$ cat config.mk
export PLATFORM = sky130hd
export DESIGN_NAME = mbz_sound
export DESIGN_NICKNAME = d
export VERILOG_FILES = /design/src/rtl/mbz_pkg.sv /design/src/rtl/mbz_clkgen.sv /design/src/rtl/mbz_sound.sv
export VERILOG_INCLUDE_DIRS = /design/src /design/src/rtl
export SDC_FILE = /design/constraint.sdc
export NUM_CORES = 1
export LEC_CHECK = 0
export ABC_AREA = 1
export BUFFER_PORTS_ARGS = -buffer_cell sky130_fd_sc_hd__buf_2
export CAP_MARGIN = 15
export CORE_ASPECT_RATIO = 1.1
export CORE_MARGIN = 2
export CORE_UTILIZATION = 54
export CTS_CLUSTER_SIZE = 30
export DETAILED_ROUTE_END_ITERATION = 6
export MAX_ROUTING_LAYER = met4
export PLACE_DENSITY = 0.83
export SLEW_MARGIN = 15
export SYNTH_ARGS = -nofsm -noshare
export SYNTH_HDL_FRONTEND = slang
export SYNTH_SLANG_ARGS = --single-unit
$ cat constraint.sdc
create_clock -name mclk_i -period 12.1 [get_ports mclk_i]
set_clock_uncertainty 0.15 [all_clocks]
set_input_delay 2.42 -clock mclk_i [delete_from_list [all_inputs] [get_ports mclk_i]]
set_output_delay 2.42 -clock mclk_i [all_outputs]
set_load 0.02 [all_outputs]
$ cat src/rtl/mbz_params.svh
// Purpose: Register map, field positions, reset values and timing of the sound generator
// Assumes: Registers sit on a plain strobe port, one word per index, byte address = 4*index
// Notes: Definitions only
`ifndef MBZ_PARAMS_SVH
`define MBZ_PARAMS_SVH

`define MBZ_ADDR_W 4
`define MBZ_OFS_CLK 4'h0
`define MBZ_OFS_SEL 4'h1
`define MBZ_OFS_CTL 4'h2
`define MBZ_OFS_DAT 4'h3
`define MBZ_OFS_INTF 4'h4
`define MBZ_OFS_INTE 4'h5

`define MBZ_CLK_DEBUG_RUN 8
`define MBZ_CLK_DIV_LSB 4
`define MBZ_CLK_SRC_LSB 0
`define MBZ_SEL_TEMPO_LSB 8
`define MBZ_SEL_DRIVE 2
`define MBZ_SEL_MODE_LSB 0
`define MBZ_CTL_STOP 8
`define MBZ_CTL_EN 0
`define MBZ_DAT_TIE 15
`define MBZ_DAT_REST 14
`define MBZ_DAT_LEN_LSB 8
`define MBZ_INTF_BUSY 8
`define MBZ_INTF_EMPTY 1
`define MBZ_INTF_DONE 0
`define MBZ_INTE_EMPTY 1
`define MBZ_INTE_DONE 0

`define MBZ_DAT_RESET 16'h00FF
`define MBZ_DIV_UNDIV 3'h7
`define MBZ_DIV_MAX 3'h5

// Tempo unit: one sixty-fourth of a quarter note at code 0 is 48 ticks of the generator clock
`define MBZ_TEMPO_BASE 12'h0C0
`define MBZ_SHOT_BASE 12'h0C0
`define MBZ_SHOT_STEP 12'h200

`endif

$ cat src/rtl/mbz_pkg.sv
// Purpose: Types of the sound generator
// Assumes: Nothing
// Notes: Constants live in the params header
package mbz_pkg;
    typedef enum logic [1:0] {
        MBZ_MODE_NORMAL = 2'b00,
        MBZ_MODE_ONESHOT = 2'b01,
        MBZ_MODE_MELODY = 2'b10,
        MBZ_MODE_RSVD = 2'b11
    } mbz_mode_t;
    typedef enum logic [1:0] {
        MBZ_SRC_INTOSC = 2'b00,
        MBZ_SRC_LOWXTAL = 2'b01,
        MBZ_SRC_HIGHOSC = 2'b10,
        MBZ_SRC_EXTIN = 2'b11
    } mbz_src_t;
    typedef enum logic [1:0] {
        MBZ_ST_IDLE = 2'b00,
        MBZ_ST_PLAY = 2'b01,
        MBZ_ST_STOP = 2'b10
    } mbz_state_t;
endpackage

$ cat src/rtl/mbz_clkgen.sv
// Purpose: Generator tick from the selected source, divided by the selected ratio
// Assumes: Source ticks are one-cycle enables synchronous to mclk_i
// Notes: Reserved divider codes give no tick
`include "mbz_params.svh"
`timescale 1ns/1ps
`default_nettype none
module mbz_clkgen (
    input wire logic mclk_i,
    input wire logic nrst_i,
    input wire logic run_i,
    input wire logic [1:0] src_i,
    input wire logic [2:0] div_i,
    input wire logic [3:0] src_tick_i,
    output logic tick_o
);
    logic [6:0] cnt_reg;
    logic src_tick;
    logic undiv_src;
    logic div_ok;
    logic [7:0] ratio;
    logic wrap;

    assign src_tick = src_tick_i[src_i];
    assign undiv_src = (src_i == mbz_pkg::MBZ_SRC_LOWXTAL) || (src_i == mbz_pkg::MBZ_SRC_EXTIN);
    // Crystal and external input only undivided, oscillators only divided
    assign div_ok = undiv_src ? (div_i == `MBZ_DIV_UNDIV) : (div_i <= `MBZ_DIV_MAX);
    assign ratio = 8'h04 << div_i;
    assign wrap = ({1'b0, cnt_reg} == ratio - 8'h01);
    assign tick_o = run_i && div_ok && src_tick && (undiv_src || wrap);

    always_ff @(posedge mclk_i or negedge nrst_i) begin
        if (!nrst_i) begin
            cnt_reg <= 7'h00;
        end else if (!run_i || undiv_src) begin
            cnt_reg <= 7'h00;
        end else if (src_tick) begin
            cnt_reg <= wrap ? 7'h00 : cnt_reg + 7'h01;
        end
    end
endmodule
`default_nettype wire

$ cat src/rtl/mbz_sound.sv
// Purpose: Register file and sequencing of a buzzer and melody sound generator
// Assumes: Source clock ticks arrive as enables; waveform timing is simplified
// Notes: Tone period derives from the pitch field, duty from the length field in buzzer modes, in generator ticks
//
// The implementer's own choices: the placing of the registers and the address-and-strobe port.
`include "mbz_params.svh"
`timescale 1ns/1ps
`default_nettype none
// How it works
// - Debug run bit set keeps the generator clock running in debug mode.
// - Oscillator sources divide by 4 to 128 for codes 0 to 5.
// - Source codes 0-3 pick the clock; crystal and external only undivided, code 7.
// - Tempo field sets melody tempo or one-shot length, 16 steps.
// - Drive select 1 gives normal drive, 0 direct drive of pins.
// - Mode field: 0 normal buzzer, 1 one-shot, 2 melody, 3 reserved.
// - Stop write of 1 ends output; bit reads 1 until output completes.
// - Stop also forcibly ends one-shot and melody output.
// - Stop with buffer full loads buffer after current waveform and continues.
// - Enable bit gates operation and the generator clock.
// - Data register is a one-word buffer; a write while idle starts output.
// - Tie bit joins melody note to previous; ignored otherwise and on first note.
// - Rest in melody holds buzzer low, inverted output high under normal drive, low under direct drive.
// - Length field is note duration in melody, duty in buzzer modes.
// - Pitch field: scale in melody, low six bits as frequency in buzzer modes.
// - Only full 16-bit writes reach the data register.
// - Buffer empty flag resets to 1, cleared by a data write.
// - Done flag resets 0, cleared by writing 1 or a data write.
// - Busy flag reads 1 while sound is output.
// - Loading the buffer sets empty and busy flags.
// - Interrupt request only when a flag and its enable are both set.
module mbz_sound (
    input wire logic mclk_i,
    input wire logic nrst_i,
    input wire logic [`MBZ_ADDR_W-1:0] addr_i,
    input wire logic [15:0] wdata_i,
    input wire logic wr_i,
    input wire logic wr_full_i,
    input wire logic rd_i,
    output logic [15:0] rdata_o,
    input wire logic debug_mode_i,
    input wire logic [3:0] src_tick_i,
    output logic buzzer_out_o,
    output logic buzzer_out_inverted_o,
    output logic buffer_empty_irq_o,
    output logic output_done_irq_o
);
    logic debug_run_reg;
    logic [2:0] clock_divider_select_reg;
    logic [1:0] clock_source_select_reg;
    logic [3:0] tempo_duration_field_reg;
    logic pin_drive_select_reg;
    logic [1:0] output_mode_field_reg;
    logic stop_request_reg;
    logic generator_enable_reg;
    logic [15:0] sound_data_buffer_reg;
    logic [15:0] sound_reg;
    logic buffer_empty_flag_reg;
    logic output_done_flag_reg;
    logic buffer_empty_irq_enable_reg;
    logic output_done_irq_enable_reg;
    logic [15:0] rdata_reg;
    logic buzz_reg;
    logic first_reg;
    logic [7:0] phase_reg;
    logic [17:0] dur_reg;
    mbz_pkg::mbz_state_t state_reg;
    mbz_pkg::mbz_state_t state_next;

    logic clk_run;
    logic tick;
    logic wr_clk;
    logic wr_sel;
    logic wr_ctl;
    logic wr_dat;
    logic wr_intf;
    logic wr_inte;
    logic load;
    logic finish;
    logic wave_end;
    logic [7:0] period;
    logic [7:0] high_len;
    logic [17:0] load_dur;
    logic note_done;
    logic melody;
    logic is_rest;
    logic tone;

    function automatic logic hit(input logic [`MBZ_ADDR_W-1:0] a,
                                 input logic [`MBZ_ADDR_W-1:0] ofs);
        hit = (a == ofs);
    endfunction

    // Clock withheld in debug mode unless debug run is set
    assign clk_run = generator_enable_reg && (!debug_mode_i || debug_run_reg);

    mbz_clkgen u_clkgen (
        .mclk_i(mclk_i),
        .nrst_i(nrst_i),
        .run_i(clk_run),
        .src_i(clock_source_select_reg),
        .div_i(clock_divider_select_reg),
        .src_tick_i(src_tick_i),
        .tick_o(tick)
    );

    assign wr_clk = wr_i && hit(addr_i, `MBZ_OFS_CLK);
    assign wr_sel = wr_i && hit(addr_i, `MBZ_OFS_SEL);
    assign wr_ctl = wr_i && hit(addr_i, `MBZ_OFS_CTL);
    assign wr_dat = wr_i && wr_full_i && hit(addr_i, `MBZ_OFS_DAT);
    assign wr_intf = wr_i && hit(addr_i, `MBZ_OFS_INTF);
    assign wr_inte = wr_i && hit(addr_i, `MBZ_OFS_INTE);

    assign melody = (output_mode_field_reg == mbz_pkg::MBZ_MODE_MELODY);
    // Buzzer modes use only the low six pitch bits
    assign period = melody ? sound_reg[7:0] : {2'b00, sound_reg[5:0]};
    // Duty in buzzer modes: length field in ticks, half the period when it exceeds the period
    assign high_len = melody ? {1'b0, period[7:1]}
                             : ((sound_reg[13:8] > period[5:0]) ? {1'b0, period[7:1]}
                                                                : {2'b00, sound_reg[13:8]});
    assign wave_end = tick && (phase_reg >= period);
    assign note_done = (dur_reg == 18'h00000) && wave_end;
    // Waveform ends on period boundary; a pending buffer word loads there in stop, or at note end in melody
    assign load = (state_reg != mbz_pkg::MBZ_ST_STOP || !buffer_empty_flag_reg)
                  && !buffer_empty_flag_reg
                  && ((state_reg == mbz_pkg::MBZ_ST_IDLE && tick)
                      || (state_reg == mbz_pkg::MBZ_ST_PLAY && melody && note_done)
                      || (state_reg == mbz_pkg::MBZ_ST_STOP && wave_end));
    assign finish = !load && ((state_reg == mbz_pkg::MBZ_ST_STOP && wave_end)
                    || (state_reg == mbz_pkg::MBZ_ST_PLAY
                        && output_mode_field_reg != mbz_pkg::MBZ_MODE_NORMAL && note_done));
    // Length in ticks: melody uses tempo times (length+1), one-shot tempo steps
    assign load_dur = melody
        ? 18'((`MBZ_TEMPO_BASE * (tempo_duration_field_reg + 1)) * (sound_data_buffer_reg[13:8] + 1) / 4)
        : 18'(`MBZ_SHOT_BASE + `MBZ_SHOT_STEP * tempo_duration_field_reg);
    assign is_rest = melody && sound_reg[`MBZ_DAT_REST];
    assign tone = (state_reg != mbz_pkg::MBZ_ST_IDLE) && !is_rest && buzz_reg;

    always_comb begin
        case (state_reg)
            mbz_pkg::MBZ_ST_IDLE: state_next = load ? mbz_pkg::MBZ_ST_PLAY : mbz_pkg::MBZ_ST_IDLE;
            mbz_pkg::MBZ_ST_PLAY: state_next = (wr_ctl && wdata_i[`MBZ_CTL_STOP])
                                               ? mbz_pkg::MBZ_ST_STOP
                                               : (finish ? mbz_pkg::MBZ_ST_IDLE
                                                         : mbz_pkg::MBZ_ST_PLAY);
            mbz_pkg::MBZ_ST_STOP: state_next = load ? mbz_pkg::MBZ_ST_PLAY
                                               : (finish ? mbz_pkg::MBZ_ST_IDLE
                                                         : mbz_pkg::MBZ_ST_STOP);
            default: state_next = mbz_pkg::MBZ_ST_IDLE;
        endcase
        if (!generator_enable_reg) begin
            state_next = mbz_pkg::MBZ_ST_IDLE;
        end
    end

    always_ff @(posedge mclk_i or negedge nrst_i) begin
        if (!nrst_i) begin
            state_reg <= mbz_pkg::MBZ_ST_IDLE;
            sound_reg <= `MBZ_DAT_RESET;
            phase_reg <= 8'h00;
            dur_reg <= 18'h00000;
            buzz_reg <= 1'b0;
            first_reg <= 1'b1;
        end else begin
            state_reg <= state_next;
            if (load) begin
                sound_reg <= sound_data_buffer_reg;
                // Tie keeps phase running so tied notes play as one
                if (!(melody && sound_data_buffer_reg[`MBZ_DAT_TIE] && !first_reg)) begin
                    phase_reg <= 8'h00;
                end
                dur_reg <= load_dur;
                first_reg <= 1'b0;
            end else if (tick && state_reg != mbz_pkg::MBZ_ST_IDLE) begin
                phase_reg <= wave_end ? 8'h00 : phase_reg + 8'h01;
                buzz_reg <= (phase_reg < high_len);
                if (dur_reg != 18'h00000) begin
                    dur_reg <= dur_reg - 18'h00001;
                end
            end
            if (state_next == mbz_pkg::MBZ_ST_IDLE) begin
                first_reg <= 1'b1;
                buzz_reg <= 1'b0;
            end
        end
    end

    always_ff @(posedge mclk_i or negedge nrst_i) begin
        if (!nrst_i) begin
            debug_run_reg <= 1'b0;
            clock_divider_select_reg <= 3'h0;
            clock_source_select_reg <= 2'h0;
            tempo_duration_field_reg <= 4'h0;
            pin_drive_select_reg <= 1'b0;
            output_mode_field_reg <= 2'h0;
            generator_enable_reg <= 1'b0;
            buffer_empty_irq_enable_reg <= 1'b0;
            output_done_irq_enable_reg <= 1'b0;
            sound_data_buffer_reg <= `MBZ_DAT_RESET;
        end else begin
            // Clock settings frozen while enabled, protects the divider
            if (wr_clk && !generator_enable_reg) begin
                debug_run_reg <= wdata_i[`MBZ_CLK_DEBUG_RUN];
                clock_divider_select_reg <= wdata_i[`MBZ_CLK_DIV_LSB +: 3];
                clock_source_select_reg <= wdata_i[`MBZ_CLK_SRC_LSB +: 2];
            end
            if (wr_sel) begin
                tempo_duration_field_reg <= wdata_i[`MBZ_SEL_TEMPO_LSB +: 4];
                pin_drive_select_reg <= wdata_i[`MBZ_SEL_DRIVE];
                output_mode_field_reg <= wdata_i[`MBZ_SEL_MODE_LSB +: 2];
            end
            if (wr_ctl) begin
                generator_enable_reg <= wdata_i[`MBZ_CTL_EN];
            end
            if (wr_inte) begin
                buffer_empty_irq_enable_reg <= wdata_i[`MBZ_INTE_EMPTY];
                output_done_irq_enable_reg <= wdata_i[`MBZ_INTE_DONE];
            end
            if (wr_dat) begin
                sound_data_buffer_reg <= wdata_i;
            end
        end
    end

    // Flags: hardware set wins over software clear in the same cycle
    always_ff @(posedge mclk_i or negedge nrst_i) begin
        if (!nrst_i) begin
            buffer_empty_flag_reg <= 1'b1;
            output_done_flag_reg <= 1'b0;
            stop_request_reg <= 1'b0;
        end else begin
            if (load) begin
                buffer_empty_flag_reg <= 1'b1;
            end else if (wr_dat) begin
                buffer_empty_flag_reg <= 1'b0;
            end
            if (finish) begin
                output_done_flag_reg <= 1'b1;
            end else if (wr_dat || (wr_intf && wdata_i[`MBZ_INTF_DONE])) begin
                output_done_flag_reg <= 1'b0;
            end
            if (state_next == mbz_pkg::MBZ_ST_IDLE) begin
                stop_request_reg <= 1'b0;
            end else if (wr_ctl && wdata_i[`MBZ_CTL_STOP]) begin
                stop_request_reg <= 1'b1;
            end
        end
    end

    always_ff @(posedge mclk_i or negedge nrst_i) begin
        if (!nrst_i) begin
            rdata_reg <= 16'h0000;
        end else if (rd_i) begin
            case (addr_i)
                `MBZ_OFS_CLK: rdata_reg <= {7'h00, debug_run_reg, 1'b0, clock_divider_select_reg,
                                            2'h0, clock_source_select_reg};
                `MBZ_OFS_SEL: rdata_reg <= {4'h0, tempo_duration_field_reg, 5'h00,
                                            pin_drive_select_reg, output_mode_field_reg};
                `MBZ_OFS_CTL: rdata_reg <= {7'h00, stop_request_reg, 7'h00, generator_enable_reg};
                `MBZ_OFS_DAT: rdata_reg <= sound_data_buffer_reg;
                `MBZ_OFS_INTF: rdata_reg <= {7'h00, (state_reg != mbz_pkg::MBZ_ST_IDLE), 6'h00,
                                             buffer_empty_flag_reg, output_done_flag_reg};
                `MBZ_OFS_INTE: rdata_reg <= {14'h0000, buffer_empty_irq_enable_reg,
                                             output_done_irq_enable_reg};
                default: rdata_reg <= 16'h0000;
            endcase
        end else begin
            rdata_reg <= 16'h0000;
        end
    end

    assign rdata_o = rdata_reg;
    assign buffer_empty_irq_o = buffer_empty_flag_reg && buffer_empty_irq_enable_reg;
    assign output_done_irq_o = output_done_flag_reg && output_done_irq_enable_reg;
    // Normal drive gives complementary pins; direct drive holds the inverted pin low
    assign buzzer_out_o = tone;
    assign buzzer_out_inverted_o = pin_drive_select_reg ? !tone : 1'b0;
endmodule
`default_nettype wire

==> impl_metrics.toml, run 1 <==
[finish]
largest_reg_flops = 18
nFillCells = 1226
antenna_cells = 0
final_common_cell = "nand2_1"
final_nets = 1165
layout_common_cells = "nand2_1, inv_1, nor2_1"
area_growth_pct = 9.006
layout-drive-gt1-share = 0.1085
fin_util = 0.6055

[grt]
antenna_found_initial = 0
use_met1 = 0.3261
grt_usage = 0.2595
grt_pass1_wl_mm = 30.78
grt_pass1_vias = 6253
grt.busiest_layer = "met2"
grt_use_met3 = 0.03917
gr-total-overflow = 0
grt_use_met2 = 0.4323
grt_max_degree = 76

[run_status]
status = "complete, no violations"

[clock_network]
htreeDepth = 3
cts_hold_buf = 0
clock_sinks = 103
ctsResizeCount = 0
clk_pin_slew_ps = 80
cts_tree = "done"
cts_inserted_buffers = 9
cts_setup_buffers = 0
cts-root-buf = "clkbuf_16"
cts.path.max_buffers = 2
clock_latency_ps = 370

[setup_path]
r2r_slack_ps = 5930
worstSetupStartpointType = "flop"
crit_end = "dur_reg[15]"
reg2reg_depth = 26
setup.worst_path.start = "tempo_duration_field_reg[0]"
rr_startpoint = "tempo_duration_field_reg[0]"
crit_type = "reg -> reg"
worst_ep_arrival_time_ps = 6280
timing.rr.end = "dur_reg[15]"
worstPathRequired_ps = 12220
end_kind = "flop"
path_max_fanout = 10

[route]
wirelength_mm = 18.70
post_drt_wl_per_cell_um = 15.09
drt_iter0_drc = 522
antenna_left = 0
vias = 6766
first_pass_iters = 5
viasPerCell = 5.461
drcViolationCount = 0

[synthesis]
ys_seq_elements = 103
synth_ff_type = "dfrtp_1"
synthesis.area_mm2 = 0.007725
avgSynthCellArea_um2 = 7.694
yosys_warnings = 0
syn_nets = 1123
synth.distinct_cells = 47
syn-instance-count = 1004
ys_seq_area_frac = 0.3366
synth_edf_count = 0
ys_async_sr_fraction = 1.000

[sta]
fin_crit_sh = 0.5096
maxSlewHeadroom = 0.2446
rsz0062_at_grt = "false"
period_needed_ps = 6166
fin_hold_ws_ps = 326.4
hold_violations = 0
fin_setup_tns_ps = 0
report.final.setup_viol = 0
clock.fmax_mhz = 162.2
slew_viol_final = 0
tightestPinTransition_ps = 1115

[pwr]
totalPowerFinal_uw = 1722
ir_worst_vdd_mv = 0.2340
p_leak_uw = 0.004582
p_per_area_mw_per_mm2 = 204.6

[placed_design]
hpwlAfterDp_mm = 14.41
port_buffers = 49
gp_congestion = 0.9265

[floorplanning]
die_w_um = 118.0
dieArea_mm2 = 0.01528
coreArea_mm2 = 0.01391
rows = 45
pin_count = 50
die_h_um = 129.4
initial_core_util = 0.5555

[run]
cap_violations = 0

[min_path]
min_path_type = "reg -> reg"
critical path, stage by stage, from the launching register on:
cell     delay [ps]
dfrtp_1         540
ha_1            240
xor2_1          260
inv_1           100
fa_1            450
xor2_1          470
nor2_1          150
fa_1            560
inv_1            50
fa_1            470
inv_1            50
fa_1            520
inv_1            50
fa_1            520
inv_1            40
ha_1            350
a21oi_1         160
o21ai_0         110
a21oi_1         230
nor2_1           70
nor2_1          110
xor2_1          150
inv_1            50
nand3_1          70
nand2_1          50
nand2_1          50
inv_1            40
metal layers:
| layer | share of wire | wire length (um) |
|---|---|---|
| met3 | 0.057 | 1061 |
| met5 | 0 | 0 |
| met1 | 0.42 | 7876 |
| met2 | 0.50 | 9339 |
| met4 | 0.023 | 422 |
Yosys cell counts, types with 3 or more instances:
master	instances	share of area
a21oi_1	42	0.027
nand3_1	64	0.041
o21ai_0	65	0.042
nand3b_1	3	0.0029
nor2_1	104	0.051
buf_2	4	0.0026
nand2_2	4	0.0032
o211ai_1	3	0.0029
inv_1	156	0.076
o21ai_1	10	0.0065
nand2_8	3	0.0078
buf_6	5	0.0073
clkbuf_1	10	0.0049
nor3_1	8	0.0052
or2_2	5	0.0040
inv_2	6	0.0029
nand2_1	229	0.11
o22ai_1	10	0.0081
ha_1	64	0.10
nand4_1	11	0.0089
a21o_1	3	0.0029
xor2_1	29	0.033
a211oi_1	3	0.0029
xnor2_1	10	0.011
fa_1	25	0.065
nand2_4	3	0.0044
dfstp_2	18	0.061
dfrtp_1	85	0.28
layout make-up:
type / count / area, um2 / share of cell area
sequential: 103 / 2600 / 0.3088
tap: 188 / 235.2 / 0.02793
timing repair buffer: 51 / 262.8 / 0.03120
multi-input combinational: 718 / 4392 / 0.5215
clock inverter: 7 / 93.84 / 0.01114
clock buffer: 9 / 225.2 / 0.02675
inverter: 163 / 611.8 / 0.07266
worst min-delay path by stage:
stage / from / end / slack, ps / depth (start not counted)
6_report: sound_reg[6] / sound_reg[6] / 330 / 2
3_3_place_gp: sound_reg[6] / sound_reg[6] / 300 / 2
4_1_cts: sound_reg[6] / sound_reg[6] / 330 / 2
2_1_floorplan: sound_reg[6] / sound_reg[6] / 300 / 2
3_5_place_dp: first_reg / first_reg / 320 / 2
5_1_grt: first_reg / first_reg / 350 / 2
cell families after synthesis:
group | Yosys count | synth area share
buffers and inverters | 183 | 0.09491
muxes | 1 | 0.001296
xor gates and xnor gates | 39 | 0.04422
AOI/OAI and AO/OA | 148 | 0.1074
adders and majority gates | 89 | 0.1684
DFF | 103 | 0.3366
and+or+nand+nor | 441 | 0.2472
report_power, final:
part	switching [uW]	internal [uW]	total, uW
clock	156	150	306
sequential	60.0	411	471
combinational	591	354	945
total	807	915	1720
per-stage QoR:
step                area [um2]  setup slack (ps)  cells
CTS                       8421              5925   1239
finish                    8421              5934   1239
detailed placement        8102              5954   1223
global route              8421              5467   1239
global placement          8102              6069   1223
floorplan                 7725              6348   1004
Power figures use the tool's default switching activity.
==> run 2: changes to the inputs <==
- clock period: 12.1 -> 6.05 ns (I/O delays scaled with it)
==> run 2 against run 1 <==
Compared with the run above:
- flip-flop and latch count unchanged
- sequential power increased by 100%
- final area increased by 1.5%
- clock-buffer cell count unchanged
- non-clock buffer count increased by 11
- sequential share of layout area decreased by 0.43 points
- utilization increased by 0.92 points
- register-to-register slack got worse by 5500 ps
- via count decreased by 1.5%
- routed wire length decreased by 1.7%
==> impl_metrics.toml, run 2 (synthesis results as in run 1) <==
[finish]
nFillCells = 1220
largest_reg_flops = 18
fin_util = 0.6147
antenna_cells = 0
layout-drive-gt1-share = 0.1252
final_nets = 1176
final_common_cell = "nand2_1"
area_growth_pct = 10.66
layout_common_cells = "nand2_1, inv_1, nor2_1"

[sta]
clock.fmax_mhz = 176.8
layout_setup_ws_ps = 392.9
report.final.setup_viol = 0
tightestPinTransition_ps = 795.4
period_needed_ps = 5657
fin_crit_sh = 0.9351
maxSlewHeadroom = 0.4697
hold_violations = 0
rsz0062_at_grt = "false"
fin_setup_tns_ps = 0
slew_viol_final = 0

[floorplanning]
rows = 45
die_h_um = 129.4
initial_core_util = 0.5555
die_w_um = 118.0
dieArea_mm2 = 0.01528
coreArea_mm2 = 0.01391
pin_count = 50

[setup_path]
cpMostUsedCell = "inv_1"
crit_type = "reg -> reg"
worst_path_max_delay_cell = "fa_1"
worstSetupStartpointType = "flop"
cpPeakStageDelay_ps = 530
worstPathRequired_ps = 6160
crit_family = "adder cells"
path_max_fanout = 6
end_kind = "flop"
worst_ep_arrival_time_ps = 5760
cp_num_buf_inv = 7

[route]
viasPerCell = 5.332
first_pass_iters = 5
drcViolationCount = 0
drt_iter0_drc = 451
vias = 6665
antenna_left = 0
post_drt_wl_per_cell_um = 14.70
wirelength_mm = 18.37

[placed_design]
port_buffers = 49
hpwlAfterDp_mm = 14.27
gp_congestion = 0.9704
dp_slack_ps = 173.9

[grt]
grt_use_met3 = 0.04401
gr-total-overflow = 0
grt_use_met2 = 0.4350
grt_usage = 0.2571
antenna_found_initial = 0
use_met1 = 0.3190
grt_pass1_vias = 6434
grt_pass1_wl_mm = 30.73
grt.busiest_layer = "met2"
grt_max_degree = 66

[pwr]
ir_worst_vdd_mv = 0.3340
p_leak_uw = 0.004632
p_per_area_mw_per_mm2 = 417.2

[clock_network]
cts.path.max_buffers = 2
cts_tree = "done"
clock_sinks = 103
clk_pin_slew_ps = 80
htreeDepth = 3
clock_latency_ps = 360
cts-root-buf = "clkbuf_16"
cts_inserted_buffers = 9

[min_path]
min_path_type = "reg -> reg"

[run_status]
status = "complete, no violations"

[run]
cap_violations = 0
run 2: worst reg2reg max path, stage by stage (launching register included):
cell     delay (ps)
dfrtp_2         470
ha_1            250
xor2_2          190
inv_1            90
fa_1            460
o21ai_1         200
xnor2_1         170
nor2_1           80
fa_1            480
inv_1            50
fa_1            470
inv_1            60
fa_1            530
inv_1            50
fa_1            520
inv_1            60
ha_4            260
a21oi_1         130
o21ai_0         110
a21oi_1         200
nor2_1           60
nor2_1          110
xor2_1          150
inv_1            50
nand3_1          70
nand2_1          50
nand2_1          50
inv_1            40
run 2: stage by stage:
step           cells  hold WS, ps  total power [uW]  instance area, um2
3_5_place_dp    1232        312.9              2887                8169
5_1_grt         1250        359.1              3925                8548
6_report        1250        321.8              3566                8548
4_1_cts         1248        323.4              3507                8483
3_3_place_gp    1232        308.3              2838                8169
2_1_floorplan   1004        296.7              2383                7725
run 2: repair_timing:
item,4_1_cts,5_1_grt
setup buffers,0,2
hold buffers,0,0
endpoints found under the setup margin,0,5
gates resized for setup,0,9
run 2: cell type report:
class	instances	area [um2]	share of cell area
clock inverter	7	88.84	0.01039
sequential	103	2603	0.3045
tap	188	235.2	0.02752
multi-input combinational	718	4439	0.5193
clock buffer	9	225.2	0.02635
timing repair buffer	62	345.3	0.04040
inverter	163	611.8	0.07157
run 2: worst paths after layout:
check	startpoint	end	slack [ps]	cells past startpoint
max in group asynchronous	nrst_i	tempo_duration_field_reg[1]	3870	2
worst max register to register	tempo_duration_field_reg[1]	dur_reg[15]	390	27
worst min register to register	sound_reg[6]	sound_reg[6]	320	2
worst max-delay path	tempo_duration_field_reg[1]	dur_reg[15]	390	27
worst min-delay path	sound_reg[6]	sound_reg[6]	320	2
min in group asynchronous	nrst_i	dur_reg[15]	660	1
run 2: layer usage:
layer | wire length [um] | up-vias
met1 | 7886 | 3134
met4 | 395 | 0
li1 | - | 3300
met3 | 861 | 41
met5 | 0 | -
met2 | 9230 | 190
run 2: where the power goes:
group / switching (uW) / internal, uW
clock network: 303 / 301
registers: 119 / 823
logic: 1230 / 790
==> run 3: changes to the inputs <==
- REMOVE_ABC_BUFFERS: not set -> 1
==> run 3 against run 2 <==
Compared with the run above:
- utilization shrank 0.28 points
- maximum frequency shrank 0.29%
- critical path depth increased by 2
- first-iteration DRC count is 22% higher
- sequential share of layout area is 0.15 points higher
- register-to-register slack got worse by 20 ps
- critical path type unchanged
- highest routed layer unchanged
==> impl_metrics.toml, run 3 (synthesis results as in run 1) <==
[setup_path]
worst_ep_arrival_time_ps = 5780
worstSetupStartpointType = "flop"
reg2reg_depth = 29
path_max_fanout = 6
end_kind = "flop"
worstPathRequired_ps = 6150
worst_path_max_delay_cell = "fa_1"
cpPeakStageDelay_ps = 530
crit_type = "reg -> reg"
cpMostUsedCell = "inv_1"

[clock_network]
clock_latency_ps = 350
cts_tree = "done"
cts.path.max_buffers = 2
htreeDepth = 3
cts-root-buf = "clkbuf_16"
clock_sinks = 103
clk_pin_slew_ps = 70
cts_inserted_buffers = 9

[sta]
rsz0062_at_grt = "false"
slew_viol_final = 0
maxSlewHeadroom = 0.3352
layout_setup_ws_ps = 376.5
report.final.setup_viol = 0
fin_setup_tns_ps = 0
fin_crit_sh = 0.9378
hold_violations = 0
fin_hold_ws_ps = 326.6
clock.fmax_mhz = 176.3
period_needed_ps = 5674
tightestPinTransition_ps = 981.7

[floorplanning]
pin_count = 50
coreArea_mm2 = 0.01391
rows = 45
initial_core_util = 0.5555
die_h_um = 129.4
die_w_um = 118.0
dieArea_mm2 = 0.01528

[route]
first_pass_iters = 6
drcViolationCount = 0
viasPerCell = 5.434
wirelength_mm = 18.33
drt_iter0_drc = 551
vias = 6765
antenna_left = 0
post_drt_wl_per_cell_um = 14.72

[finish]
final_common_cell = "nand2_1"
design_area_mm2 = 0.008509
fin_util = 0.6119
area_growth_pct = 10.16
final_nets = 1171
largest_reg_flops = 18
antenna_cells = 0
layout_common_cells = "nand2_1, inv_1, nor2_1"
layout-drive-gt1-share = 0.1239
nFillCells = 1207

[placed_design]
dpl_cell_area_mm2 = 0.008139
dp_slack_ps = 182.2
hpwlAfterDp_mm = 14.11
port_buffers = 49
gp_congestion = 1.000

[grt]
gr-total-overflow = 0
grt_pass1_wl_mm = 30.39
antenna_found_initial = 0
grt_usage = 0.2553
grt_max_degree = 61
grt_pass1_vias = 6540

[pwr]
ir_worst_vdd_mv = 0.4278
p_per_area_mw_per_mm2 = 412.4
p_leak_uw = 0.004598

[min_path]
hold_depth = 2
min_path_type = "reg -> reg"

[run]
cap_violations = 0

[run_status]
status = "complete, no violations"
-- run 3: changes by cell type in the layout (fill, tap and decap cells not counted), sizes merged --
| cell | previous run | this run |
|---|---|---|
| clkinvlp | 0 | 2 |
| inv | 167 | 162 |
| buf | 62 | 57 |
| clkbuf | 9 | 11 |
| bufinv | 0 | 1 |
-- run 3: final cells by class --
type	count	area (um2)	share of cell area
clock buffer	11	242.7	0.02853
multi-input combinational	718	4449	0.5229
inverter	163	611.8	0.07190
sequential	103	2604	0.3060
clock inverter	5	58.81	0.006911
tap	188	235.2	0.02764
timing repair buffer	57	307.8	0.03617
-- run 3: worst max-delay path: cells and delay by family (launching register included) --
family,cells,cell delay [ps]
xor+xnor,3,510
flops,1,470
buf+inv,8,510
fa+ha+maj,6,2700
simple gates,9,770
compound gates,3,470
-- run 3: through the flow --
stage | std cells | total power (uW)
after global routing | 1245 | 3835
after global placement | 1228 | 2811
after detailed placement | 1228 | 2868
final | 1245 | 3509
after floorplan | 984 | 2371
after CTS | 1244 | 3473
-- run 3: worst paths after layout --
path | to | slack, ps | start
worst max register to register | dur_reg[15] | 380 | tempo_duration_field_reg[2]
max in group asynchronous | tempo_duration_field_reg[2] | 3890 | nrst_i
worst min register to register | sound_reg[6] | 330 | sound_reg[6]
worst min-delay path | sound_reg[6] | 330 | sound_reg[6]
worst max-delay path | dur_reg[15] | 380 | tempo_duration_field_reg[2]
min in group asynchronous | phase_reg[3] | 790 | nrst_i
-- run 3: routing by layer --
layer  vias to the layer above  share of wire  global-route usage
li1                       3297              -                   -
met1                      3203           0.41              0.3012
met2                       211           0.50              0.4295
met3                        54          0.046             0.03873
met4                         0          0.042              0.1276
met5                         -              0                   -
-- run 3: report_power, final --
| group | switching, uW | internal [uW] | leakage (uW) |
|---|---|---|---|
| sequential | 117 | 824 | 0.00130 |
| clock | 261 | 332 | 0.000142 |
| combinational | 1210 | 762 | 0.00315 |
-- run 3: timing repair --
action	4_1_cts	5_1_grt
setup buffers	0	1
setup endpoints to repair	0	6
gates resized for setup	0	15
hold buffers	0	0
